## src/pmi2c_pkg.sv

```systemverilog
`default_nettype none
package pmi2c_pkg;
   // ****************************************
   // register map
   // ****************************************
   localparam logic [2:0] REG_SHUNT_HI  = 3'h0;
   localparam logic [2:0] REG_SHUNT_LO  = 3'h1;
   localparam logic [2:0] REG_SUPPLY_HI = 3'h2;
   localparam logic [2:0] REG_SUPPLY_LO = 3'h3;
   localparam logic [2:0] REG_AUX_HI    = 3'h4;
   localparam logic [2:0] REG_AUX_LO    = 3'h5;
   localparam logic [2:0] REG_CONTROL   = 3'h6;
   localparam logic [2:0] REG_RESERVED  = 3'h7;
   localparam logic [2:0] PTR_RESET     = 3'h0;
   localparam logic [2:0] PTR_LAST      = 3'h6;
   // control fields and reset value: page and stuck timer enabled
   localparam int         CTL_STUCK_BIT = 2;
   localparam int         CTL_PAGE_BIT  = 3;
   localparam int         CTL_TEST_BIT  = 4;
   localparam logic [7:0] CTL_RESET     = 8'h0C;
   localparam logic [7:0] CTL_WMASK     = 8'hFC;
   localparam logic [7:0] LO_DATA_MASK  = 8'hF0;
   localparam int         LO_BUSY_BIT   = 3;
   // ****************************************
   // addressing
   // ****************************************
   localparam logic [2:0] ADDR_FIXED    = 3'h6;
   localparam logic [6:0] ADDR_BCAST    = 7'h66;
   // three-level strap codes
   localparam logic [1:0] STRAP_LOW     = 2'h0;
   localparam logic [1:0] STRAP_HIGH    = 2'h1;
   localparam logic [1:0] STRAP_OPEN    = 2'h2;
   // ****************************************
   // timing
   // ****************************************
   localparam int         CLK_MHZ       = 250;
   localparam int         STUCK_MS      = 33;
   localparam int         STUCK_CYCLES  = STUCK_MS * 1000 * CLK_MHZ;
   localparam int         BIT_CNT_W     = 4;
   localparam logic [3:0] BIT_LAST      = 4'h7;

   typedef enum logic [2:0] {
      ST_IDLE  = 3'b000,
      ST_ADDR  = 3'b001,
      ST_ACK   = 3'b010,
      ST_RX    = 3'b011,
      ST_TX    = 3'b100,
      ST_RACK  = 3'b101,
      ST_WAIT  = 3'b110
   } pmi2c_state_t;
endpackage
`default_nettype wire

```

## src/pmi2c_sync.sv

```systemverilog
`default_nettype none
// ****************************************
// three-stage input synchroniser
// ****************************************
module pmi2c_sync
   import pmi2c_pkg::*;
(
   input  wire logic ref_clk_i,
   input  wire logic srst_i,
   input  wire logic async_i,
   output logic      level_o
);
   logic [2:0] sh_q;
   logic [2:0] sh_d;
   logic       lvl_q;
   logic       lvl_d;

   // stage 0 only feeds stage 1; a change counts once 1 and 2 agree
   always_comb
   begin
      sh_d  = {sh_q[1:0], async_i};
      lvl_d = (sh_q[1] == sh_q[2]) ? sh_q[2] : lvl_q;
   end

   always_ff @(posedge ref_clk_i)
   begin
      if (srst_i)
      begin
         sh_q  <= 3'h7;
         lvl_q <= 1'b1;
      end
      else
      begin
         sh_q  <= sh_d;
         lvl_q <= lvl_d;
      end
   end

   assign level_o = lvl_q;
endmodule
`default_nettype wire

```

## src/pmi2c_stuck.sv

```systemverilog
`default_nettype none
// ****************************************
// stuck-bus timer
// ****************************************
module pmi2c_stuck
   import pmi2c_pkg::*;
#(
   parameter int STUCK_LIMIT = STUCK_CYCLES
)
(
   input  wire logic ref_clk_i,
   input  wire logic srst_i,
   input  wire logic enable_i,
   input  wire logic scl_i,
   input  wire logic sda_i,
   output logic      expire_o
);
   logic [23:0] cnt_q;
   logic [23:0] cnt_d;
   logic        exp_q;
   logic        exp_d;

   always_comb
   begin
      cnt_d = cnt_q;
      exp_d = 1'b0;
      if (!enable_i)
         cnt_d = '0;
      else if (scl_i && sda_i)
         cnt_d = '0;
      else if (cnt_q >= 24'(STUCK_LIMIT))
      begin
         exp_d = 1'b1;
         cnt_d = '0;
      end
      else
         cnt_d = cnt_q + 24'h000001;
   end

   always_ff @(posedge ref_clk_i)
   begin
      if (srst_i)
      begin
         cnt_q <= '0;
         exp_q <= 1'b0;
      end
      else
      begin
         cnt_q <= cnt_d;
         exp_q <= exp_d;
      end
   end

   assign expire_o = exp_q;

   // ****************************************
   // checks
   // ****************************************
   // disabled timer never fires
   AST_STUCK_DISABLED: assert property (@(posedge ref_clk_i) disable iff (srst_i)
      !enable_i |=> !expire_o)
      else $error("stuck timer fired while disabled");
   AST_STUCK_IDLE: assert property (@(posedge ref_clk_i) disable iff (srst_i)
      (scl_i && sda_i) |=> !expire_o)
      else $error("stuck timer fired with bus idle");
endmodule
`default_nettype wire

```

## src/pmi2c_slave.sv

```systemverilog
`default_nettype none
// What this block does
// - stuck timer runs while a line is low, clears when both high
// - a line low beyond 33 ms resets the bus state machine
// - stuck timer runs only while its control enable bit is set
// - address bits 6..4 are 110, 3..0 from straps, eighth bit read/write
// - strap pair maps to address bits 3..0 by the nine-entry table
// - broadcast address 1100110 accepted for writes regardless of straps
// - device pulls data low on ninth clock to acknowledge address and bytes
// - sender releases data during the acknowledge clock
// - command byte low three bits load the pointer, upper bits ignored
// - written bytes store at pointer, pointer advances after each
// - any stop ends the transfer and resets pointer to 00h
// - data registers writable only while test-write enable is set
// - 12-bit value: eight MSBs high register, four LSBs low bits 7:4
// - low register bit 3 shows channel busy, not writable
// - low register bits 2:0 read zero, ignore writes
// - split data input pin and output pin, output optionally inverted
// - pointer wraps from 06h to 00h
// - page transfers unsupported when page enable is clear
// - test-write enable blocks converter updates of data registers
module pmi2c_slave
   import pmi2c_pkg::*;
#(
   parameter int   STUCK_LIMIT = STUCK_CYCLES,
   parameter logic INVERT_OUT  = 1'b0
)
(
   input  wire logic       ref_clk_i,
   input  wire logic       srst_i,
   input  wire logic       scl_i,
   input  wire logic       split_data_in_i,
   output logic            split_data_out_o,
   output logic            sda_oe_o,
   input  wire logic [1:0] addr_strap_high_i,
   input  wire logic [1:0] addr_strap_low_i,
   input  wire logic       conv_we_i,
   input  wire logic [2:0] conv_chan_i,
   input  wire logic [11:0] conv_data_i,
   input  wire logic [2:0] conv_busy_i,
   output logic [7:0]      control_o
);
   // ****************************************
   // pin sampling and bus events
   // ****************************************
   logic scl_s;
   logic sda_s;
   logic scl_p_q;
   logic sda_p_q;
   logic stuck_exp;

   pmi2c_sync u_sync_scl (
      .ref_clk_i (ref_clk_i),
      .srst_i    (srst_i),
      .async_i   (scl_i),
      .level_o   (scl_s)
   );
   pmi2c_sync u_sync_sda (
      .ref_clk_i (ref_clk_i),
      .srst_i    (srst_i),
      .async_i   (split_data_in_i),
      .level_o   (sda_s)
   );

   logic [7:0] ctl_q;
   logic [7:0] ctl_d;

   pmi2c_stuck #(.STUCK_LIMIT(STUCK_LIMIT)) u_stuck (
      .ref_clk_i (ref_clk_i),
      .srst_i    (srst_i),
      .enable_i  (ctl_q[CTL_STUCK_BIT]),
      .scl_i     (scl_s),
      .sda_i     (sda_s),
      .expire_o  (stuck_exp)
   );

   always_ff @(posedge ref_clk_i)
   begin
      if (srst_i)
      begin
         scl_p_q <= 1'b1;
         sda_p_q <= 1'b1;
      end
      else
      begin
         scl_p_q <= scl_s;
         sda_p_q <= sda_s;
      end
   end

   logic scl_rise;
   logic scl_fall;
   logic start_ev;
   logic stop_ev;
   assign scl_rise = scl_s && !scl_p_q;
   assign scl_fall = !scl_s && scl_p_q;
   assign start_ev = scl_s && scl_p_q && sda_p_q && !sda_s;
   assign stop_ev  = scl_s && scl_p_q && !sda_p_q && sda_s;

   // ****************************************
   // own address from straps
   // ****************************************
   logic [3:0] strap_addr;
   always_comb
   begin
      unique case ({addr_strap_high_i, addr_strap_low_i})
         {STRAP_HIGH, STRAP_LOW}:  strap_addr = 4'h7;
         {STRAP_OPEN, STRAP_HIGH}: strap_addr = 4'h8;
         {STRAP_HIGH, STRAP_HIGH}: strap_addr = 4'h9;
         {STRAP_OPEN, STRAP_OPEN}: strap_addr = 4'hA;
         {STRAP_OPEN, STRAP_LOW}:  strap_addr = 4'hB;
         {STRAP_LOW, STRAP_HIGH}:  strap_addr = 4'hC;
         {STRAP_HIGH, STRAP_OPEN}: strap_addr = 4'hD;
         {STRAP_LOW, STRAP_OPEN}:  strap_addr = 4'hE;
         {STRAP_LOW, STRAP_LOW}:   strap_addr = 4'hF;
         default:                  strap_addr = 4'hA;
      endcase
   end

   // ****************************************
   // register bank
   // ****************************************
   logic [7:0] data_q [6];
   logic [7:0] data_d [6];
   logic [7:0] rd_byte;
   logic       wr_en;
   logic [2:0] wr_ptr;
   logic [7:0] wr_byte;
   logic       test_en;
   assign test_en   = ctl_q[CTL_TEST_BIT];
   assign control_o = ctl_q;

   genvar gi;
   generate
      for (gi = 0; gi < 6; gi++)
      begin : g_reg
         always_comb
         begin
            data_d[gi] = data_q[gi];
            // converter update only outside test mode
            if (!test_en && conv_we_i && conv_chan_i == 3'(gi / 2))
               data_d[gi] = (gi % 2 == 0) ? conv_data_i[11:4] :
                            {conv_data_i[3:0], 4'h0};
            // bus writes only in test mode
            else if (test_en && wr_en && wr_ptr == 3'(gi))
               data_d[gi] = (gi % 2 == 0) ? wr_byte : (wr_byte & LO_DATA_MASK);
         end
         always_ff @(posedge ref_clk_i)
         begin
            if (srst_i)
               data_q[gi] <= 8'h00;
            else
               data_q[gi] <= data_d[gi];
         end
      end
   endgenerate

   always_comb
   begin
      ctl_d = ctl_q;
      if (wr_en && wr_ptr == REG_CONTROL)
         ctl_d = wr_byte & CTL_WMASK;
   end

   always_ff @(posedge ref_clk_i)
   begin
      if (srst_i)
         ctl_q <= CTL_RESET;
      else
         ctl_q <= ctl_d;
   end

   function automatic logic [7:0] read_reg(input logic [2:0] p);
      logic [7:0] r;
      r = 8'h00;
      // low register layout with busy flag
      if (p < REG_CONTROL)
      begin
         r = data_q[p];
         if (p[0])
         begin
            r = data_q[p] & LO_DATA_MASK;
            r[LO_BUSY_BIT] = conv_busy_i[p[2:1]];
         end
      end
      else if (p == REG_CONTROL)
         r = ctl_q;
      return r;
   endfunction

   // ****************************************
   // bus state machine
   // ****************************************
   pmi2c_state_t st_q, st_d;
   logic [7:0]   sh_q, sh_d;
   logic [3:0]   bit_q, bit_d;
   logic [2:0]   ptr_q, ptr_d;
   logic         rw_q, rw_d;
   logic         cmd_q, cmd_d;
   logic         first_q, first_d;
   logic         oe_q, oe_d;
   logic         ack_ok;
   logic [6:0]   rx_addr;

   assign rx_addr = sh_q[7:1];

   always_comb
   begin
      st_d    = st_q;
      sh_d    = sh_q;
      bit_d   = bit_q;
      ptr_d   = ptr_q;
      rw_d    = rw_q;
      cmd_d   = cmd_q;
      first_d = first_q;
      oe_d    = oe_q;
      wr_en   = 1'b0;
      wr_ptr  = ptr_q;
      wr_byte = sh_q;
      ack_ok  = 1'b0;
      if (stop_ev || stuck_exp)
      begin
         st_d  = ST_IDLE;
         ptr_d = PTR_RESET;
         oe_d  = 1'b0;
      end
      else if (start_ev)
      begin
         st_d  = ST_ADDR;
         bit_d = '0;
         oe_d  = 1'b0;
      end
      else
      begin
         unique case (st_q)
            ST_IDLE, ST_WAIT: ;
            ST_ADDR, ST_RX:
            begin
               if (scl_rise)
               begin
                  sh_d  = {sh_q[6:0], sda_s};
                  bit_d = bit_q + 4'h1;
               end
               if (scl_fall && bit_q == BIT_LAST + 4'h1)
               begin
                  bit_d = '0;
                  if (st_q == ST_ADDR)
                  begin
                     ack_ok = (rx_addr == {ADDR_FIXED, strap_addr}) ||
                              (rx_addr == ADDR_BCAST && !sh_q[0]);
                     rw_d    = sh_q[0];
                     cmd_d   = !sh_q[0];
                     first_d = 1'b1;
                  end
                  else if (cmd_q)
                  begin
                     ack_ok = 1'b1;
                     ptr_d  = sh_q[2:0];
                     cmd_d  = 1'b0;
                  end
                  else
                  begin
                     ack_ok = first_q || ctl_q[CTL_PAGE_BIT];
                     wr_en   = ack_ok;
                     first_d = 1'b0;
                     ptr_d = (ptr_q >= PTR_LAST) ? PTR_RESET : ptr_q + 3'h1;
                  end
                  oe_d = ack_ok;
                  st_d = ack_ok ? ST_ACK : ST_WAIT;
               end
            end
            ST_ACK:
            begin
               if (scl_fall)
               begin
                  if (rw_q)
                  begin
                     sh_d = read_reg(ptr_q);
                     st_d = ST_TX;
                     oe_d = !sh_d[7];
                  end
                  else
                  begin
                     oe_d = 1'b0;
                     st_d = ST_RX;
                  end
               end
            end
            ST_TX:
            begin
               if (scl_fall)
               begin
                  bit_d = bit_q + 4'h1;
                  sh_d  = {sh_q[6:0], 1'b0};
                  oe_d  = (bit_q == BIT_LAST) ? 1'b0 : !sh_q[6];
                  if (bit_q == BIT_LAST)
                  begin
                     st_d  = ST_RACK;
                     bit_d = '0;
                     ptr_d = (ptr_q >= PTR_LAST) ? PTR_RESET : ptr_q + 3'h1;
                  end
               end
            end
            ST_RACK:
            begin
               // master ack continues only when page enable is set; nack, or ack with page clear, waits for stop
               if (scl_rise)
                  st_d = (!sda_s && ctl_q[CTL_PAGE_BIT]) ? ST_ACK : ST_WAIT;
            end
            default: st_d = ST_IDLE;
         endcase
      end
   end

   always_ff @(posedge ref_clk_i)
   begin
      if (srst_i)
      begin
         st_q    <= ST_IDLE;
         sh_q    <= 8'h00;
         bit_q   <= '0;
         ptr_q   <= PTR_RESET;
         rw_q    <= 1'b0;
         cmd_q   <= 1'b0;
         first_q <= 1'b0;
         oe_q    <= 1'b0;
      end
      else
      begin
         st_q    <= st_d;
         sh_q    <= sh_d;
         bit_q   <= bit_d;
         ptr_q   <= ptr_d;
         rw_q    <= rw_d;
         cmd_q   <= cmd_d;
         first_q <= first_d;
         oe_q    <= oe_d;
      end
   end

   // split output, optional inversion; oe pulls line low
   assign sda_oe_o         = oe_q;
   assign split_data_out_o = INVERT_OUT ? oe_q : !oe_q;

   // ****************************************
   // checks
   // ****************************************
   // pointer cleared after stop
   AST_STOP_PTR: assert property (@(posedge ref_clk_i) disable iff (srst_i)
      stop_ev |=> (ptr_q == PTR_RESET && st_q == ST_IDLE))
      else $error("pointer not reset by stop");
   // pointer wraps after the last register
   AST_PTR_RANGE: assert property (@(posedge ref_clk_i) disable iff (srst_i)
      (st_q == ST_TX && scl_fall && bit_q == BIT_LAST && ptr_q == PTR_LAST
       && !stop_ev && !start_ev && !stuck_exp) |=> ptr_q == PTR_RESET)
      else $error("pointer did not wrap after the last register");
   // data register 0 stays without test mode unless converter writes
   AST_RO_DATA: assert property (@(posedge ref_clk_i) disable iff (srst_i)
      (!test_en && !conv_we_i) |=> data_q[0] == $past(data_q[0]))
      else $error("data register changed without test mode");
   // low bits of stored low register zero
   AST_LOW_ZERO: assert property (@(posedge ref_clk_i) disable iff (srst_i)
      data_q[1][3:0] == 4'h0)
      else $error("low register reserved bits set");
   AST_STUCK_RST: assert property (@(posedge ref_clk_i) disable iff (srst_i)
      stuck_exp |=> (st_q == ST_IDLE && !sda_oe_o))
      else $error("stuck expiry did not reset");
   AST_RX_RELEASE: assert property (@(posedge ref_clk_i) disable iff (srst_i)
      (st_q == ST_RX || st_q == ST_ADDR) |-> !sda_oe_o)
      else $error("device drives line while receiving");
   AST_ACK_HOLD: assert property (@(posedge ref_clk_i) disable iff (srst_i)
      (st_q == ST_ACK && !rw_q) |-> sda_oe_o)
      else $error("acknowledge not driven");
   AST_CMD_PTR: assert property (@(posedge ref_clk_i) disable iff (srst_i)
      (st_q == ST_RX && cmd_q && scl_fall && bit_q == BIT_LAST + 4'h1
       && !stop_ev && !start_ev && !stuck_exp) |=> ptr_q == $past(sh_q[2:0]))
      else $error("command did not load pointer");
endmodule
`default_nettype wire

```

## config.mk

```make
export PLATFORM = sky130hd
export DESIGN_NAME = pmi2c_slave
export DESIGN_NICKNAME = d
export VERILOG_FILES = /design/src/pmi2c_pkg.sv /design/src/pmi2c_sync.sv /design/src/pmi2c_stuck.sv /design/src/pmi2c_slave.sv
export SDC_FILE = /design/constraint.sdc
export NUM_CORES = 1
export LEC_CHECK = 0
export BUFFER_PORTS_ARGS = -buffer_cell sky130_fd_sc_hd__buf_4
export CAP_MARGIN = 20
export CORE_ASPECT_RATIO = 1.2
export CORE_MARGIN = 3
export CORE_UTILIZATION = 50
export DETAILED_ROUTE_END_ITERATION = 8
export PLACE_DENSITY = 0.66
export SETUP_SLACK_MARGIN = 0.1
export SLEW_MARGIN = 15
export SYNTH_ARGS = -nofsm -noshare
export SYNTH_HDL_FRONTEND = slang
export SYNTH_SLANG_ARGS = --single-unit
```

## constraint.sdc

```tcl
create_clock -name ref_clk_i -period 3.6 [get_ports ref_clk_i]
set_input_delay 0 -clock ref_clk_i [delete_from_list [all_inputs] [get_ports ref_clk_i]]
set_output_delay 0 -clock ref_clk_i [all_outputs]
set_load 0.01 [all_outputs]
```

* Yosys cells after proc, flatten, opt, wreduce, memory -nomap -nowiden
Memories as Yosys holds them, arrays and structs flattened. A register that Yosys moved wholly into a read port is not among the register bits. Cells that the tools add are included. W data, S select, Z words.
Word-level totals: word-level logic and storage cells 224, memory bits (read-only) 64, input bits 27, register bits after elaboration 63, output and inout bits 10, RAM bits 48, memories kept 2
Cells by class: $add $sub $neg 3, $lt $le $gt $ge 4, reductions and logical operators 62, equal/unequal tests 42, multiplexer cells 83, bitwise operators 10
Memory list:
- (name not given) | words 16, width 4, rd ports 1, clocked after Yosys merged registers in 0, write ports 0, RTL line pmi2c_slave.sv:106 | unique case ({addr_strap_high_i, addr_strap_low_i})
- data_q | words 6, width 8, rd ports 1, clocked after Yosys merged registers in 1, write ports 6, RTL line pmi2c_slave.sv:123 | logic [7:0] data_q [6];
Operators by type and width (count):
- $mux W8 | 29
- $mux W3 | 16
- $ne A2 B2 Y1 const B | 15
- $mux W1 | 26
- $add A24 B1 Y24 const B | 1
- $ge A24 B23 Y1 const B | 1
- $mux W4 | 6
- $pmux W8 S3 | 1
- $logic_and A1 B1 Y1 | 23
- $eq A3 B3 Y1 const B | 6
- $reduce_and A6 Y1 | 3
- $eq A3 B2 Y1 const B | 5
- $ne A3 B3 Y1 const B | 5
- $pmux W3 S5 | 1
- $reduce_and A2 Y1 | 6
- $reduce_and A4 Y1 | 3
- $reduce_and A5 Y1 | 2
- $eq A3 B1 Y1 const B | 3
- $logic_not A1 Y1 | 9
- $logic_not A3 Y1 | 3
- $pmux W4 S2 | 1
- $eq A7 B7 Y1 | 1
- $eq A7 B7 Y1 const B | 1
- $reduce_and A7 Y1 | 1
- other kinds (21) | 36

* Depth between registers and ports, before layout
word-level depth 13, depth in mapped cells 8, mapped depth without buffers 7

* Hierarchy
Synthesis repeated with hierarchy kept, for this count alone.
Second synthesis, totals: cell total of the unflattened synthesis 622, area total of the unflattened synthesis 5576.6 sq um
By module, submodules not included:
- pmi2c_slave | area an instance 4200.3 sq um, seq. area each 1741.7 sq um, cells an instance 465, instances 1
- pmi2c_stuck | area an instance 1146.1 sq um, seq. area each 500.5 sq um, cells an instance 137, instances 1
- pmi2c_sync | area an instance 115.1 sq um, seq. area each 80.1 sq um, cells an instance 10, instances 2

* Least setup slack after synthesis
OpenSTA, ideal clock, no wires.
path type register to register, start point reg bit_q[0], end point mem data_q[2][0] (enable), clock period less this slack 2.018 ns, cell stages (with the launch flop) 7, path slack 1.582 ns, data required time 3.271 ns, arrival 1.689 ns, setup time 0.329 ns, buffers on the path 0, cell sequence dfxtp_1 > inv_1 > ha_1 > nand3b_1 > nor4_4 > nand4_1 > nand2_1
RTL lines:
- start, declared | RTL line pmi2c_slave.sv:196 | logic [3:0] bit_q, bit_d;
- start signal, assigned | RTL line pmi2c_slave.sv:332 | bit_q <= bit_d;
- end, declared | RTL line pmi2c_slave.sv:123

==> metrics.csv <==
stage,metric,value,unit
synthesis,yosysMostFrequentCell,nor2_1,
global_route,antenna_found_initial,0,
floorplanning,fp-row-count,41,
drt,vias,4513,
final_layout,nNetsFinal,646,
power_and_ir_drop,p_total,2.36,mW
worst_setup_path,critical_path_class,flip-flop to flip-flop,
power_and_ir_drop,p_leak,2.16,nW
synthesis,synth_area,5410,um^2
worst_setup_path,r2r-start,st_q[0],
worst_setup_path,worstPathMaxFanout,20,
cts,cts_tree,yes,
power_and_ir_drop,p_per_area,384,nW/um^2
timing,rsz0062_at_grt,false,
synthesis,yosys.area.top_type,dfxtp_1,
drt,viasPerCell,6.09,
timing,timing.fmax,0.363,GHz
drt,wl,13800,um
global_route,overflow,0,
cts,post_cts_resized,0,
drt,drtPass1Iterations,5,
timing,worst_pin_slew,0.888,ns
final_layout,final_cell_area,6140,um^2
cts,cts_sinks,102,
floorplanning,pin_count,37,
timing,finalSetupViolCount,0,
worst_hold_path,hold_depth,2,
power_and_ir_drop,ir_drop,0.000258,V
power_and_ir_drop,power_frac_clock,0.431,
global_route,track_usage,0.232,
final_layout,layout-drive-gt1-share,0.124,
power_and_ir_drop,power_frac_seq,0.519,
synthesis,async_reset_ff_frac,0,
synthesis,synthTopCellsByCount,"nor2_1 (71), dfxtp_1 (66), nand2_1 (43)",
worst_setup_path,critPathLaunch,st_q[0],
place,portBuffers,34,
drt,drt_iter0_drc,262,
timing,fin_crit,2.76,ns
global_route,grt_pass1_vias,4378,
global_route,grt_pass1_wl,21900,um
place,place_inst,712,
synthesis,ys_seq_area_frac,0.444,
floorplanning,core,10600,um^2
worst_setup_path,critical_path_arrival,2.77,ns
power_and_ir_drop,intPower,1.86,mW
flow_run,drv_cap,0,
timing,slew_viol_final,0,
floorplanning,die_height,120,um
worst_setup_path,reg2reg_setup_slack,0.84,ns
final_layout,fin_cells,741,
power_and_ir_drop,power_frac_comb,0.050,
worst_setup_path,r2r-end,data_q[2][7],
synthesis,synth_top_area_share,0.244,
synthesis,synth_edf_count,36,
place,placed_cell_area,5700,um^2
cts,cts_setup_buffers,0,
final_layout,diodes,0,
drt,final_antenna_net_count,0,
synthesis,yosys_warnings,0,
cts,insertion_delay,0.34,ns
run_status,status,completed,
synthesis,ys_types,69,
worst_setup_path,critPathCapture,data_q[2][7],
timing,tns,0,ns
timing,fin_crit_sh,0.766,
synthesis,ys_seq_elements,102,
place,hpwlAfterDp,10100,um
worst_hold_path,hp-class,input port to flip-flop,
global_route,grt_max_degree,61,
timing,whs,0.0113,ns
synthesis,syn_area_per_cell,9.33,um^2
drt,drc,0,
power_and_ir_drop,p_sw_frac,0.212,
floorplanning,die_area,12100,um^2
timing,clock_skew,0.00714,ns
timing,timing.slew.headroom,0.404,
cts,cts.clk_slew.worst_paths,0.07,ns
synthesis,yosys-top-cells-area,"dfxtp_1 (24%), edfxtp_1 (20%), nor2_1 (4.9%), a22o_1 (3.6%), nand2_1 (3.0%)",
cts,ctsRootBufferMaster,clkbuf_16,
cts,cts_buffers,9,
worst_setup_path,critPathCaptureType,flip-flop,
power_and_ir_drop,switchingPower,0.500,mW
final_layout,syn_to_final_growth,13.4,%
synthesis,synth_cells,580,
floorplanning,die_x,101,um
cts,ctsHoldBuffers,13,
timing,hold_viol,0,
synthesis,synth_ff_type,dfxtp_1,
place,gp_congestion,0.893,
cts,htreeDepth,3,
cts,cts_buffer_depth,2,
worst_setup_path,r2r_cells,4,
worst_setup_path,required,3.61,ns
drt,wl_per_cell,18.6,um
floorplanning,start_util,0.512,
worst_setup_path,start_kind,flip-flop,
## flip-flops by register name (all words and copies together), names as in the netlist, 3 cells and up, named ones only
name and cells:
bit_q 4, control_o 6, data_q 36, ptr_q 3, sh_q 8, st_q 3
u_stuck.cnt_q 24, u_sync_scl.sh_q 3, u_sync_sda.sh_q 3
## worst min-delay path by stage
stage,from,to,slack (ns)
3_3_place_gp,split_data_in_i,u_sync_sda.sh_q[0],0.18
3_5_place_dp,split_data_in_i,u_sync_sda.sh_q[0],0.19
4_1_cts,conv_data_i[0],data_q[5][4],0.008
5_1_grt,conv_data_i[0],data_q[1][4],0.007
2_1_floorplan,scl_i,u_sync_scl.sh_q[0],0.10
6_report,conv_data_i[0],data_q[5][4],0.01
## layout by cell type, fill, tap and decap left out, types with 5 or more instances in the layout
cell	Yosys	layout
a211oi_1	5	5
a21oi_1	25	25
a22o_1	22	22
a22oi_1	5	5
and3_1	7	7
buf_4	3	35
clkbuf_16	0	10
dfxtp_1	66	66
dlygate4sd3_1	0	13
edfxtp_1	36	36
ha_1	12	12
inv_1	25	25
mux2i_1	14	14
nand2_1	43	43
nand2b_1	15	15
nand3_1	21	21
nand3b_1	6	6
nand4_1	14	14
nor2_1	71	71
nor3_1	17	17
o21ai_0	20	20
o32ai_1	6	6
or2_2	8	8
or3_1	8	8
xnor2_1	9	9
xor2_1	14	14
## metal layers
metal  up-vias  global-route usage  part of all wire
met1      2130               0.269              0.38
met3        52              0.0291             0.048
met5         -                   0                 0
met4         0               0.140             0.054
li1       2170                   -                 -
met2       161               0.403              0.52
## per-stage QoR
step	util	worst slack (ns)
after detailed placement	0.539	0.876
after CTS	0.581	0.885
after global placement	0.539	0.990
after global routing	0.581	0.596
after floorplan	-	1.58
final	0.581	0.844
## worst max-delay path: stages (launching register included)
cell	delay, ns
dfxtp_1	0.69
nand2b_1	0.32
nor4_4	0.60
nand4_1	0.42
nand2_1	0.40
## logic make-up after synthesis
| family | count (synthesis) | share of synthesized area |
|---|---|---|
| other | 1 | 0.000693 |
| muxes | 20 | 0.0467 |
| DFF | 102 | 0.444 |
| AOI/OAI and AO/OA | 128 | 0.177 |
| buffers and inverters | 59 | 0.0448 |
| adders and majority gates | 12 | 0.0277 |
| xor gates and xnor gates | 23 | 0.0372 |
| and+or+nand+nor | 235 | 0.222 |
## cell type report
class                           count  area [um^2]
Clock buffer                       12          259
Clock inverter                      4         52.6
Fill cell                         961         4430
Inverter                           25         93.8
Multi-Input combinational cell    421         2780
Sequential cell                   102         2400
Tap cell                          129          161
Timing Repair Buffer               48          393
## power by group through the flow
stage               clock [mW]  combinational, mW  sequential (mW)
finish                    1.02              0.117             1.22
global route              1.08              0.127             1.23
CTS                       1.03              0.117             1.22
detailed placement           0              0.105             1.25
global placement             0              0.103             1.25
floorplan                    0             0.0591             1.25
No activity file was read; power rests on OpenSTA's default activity.
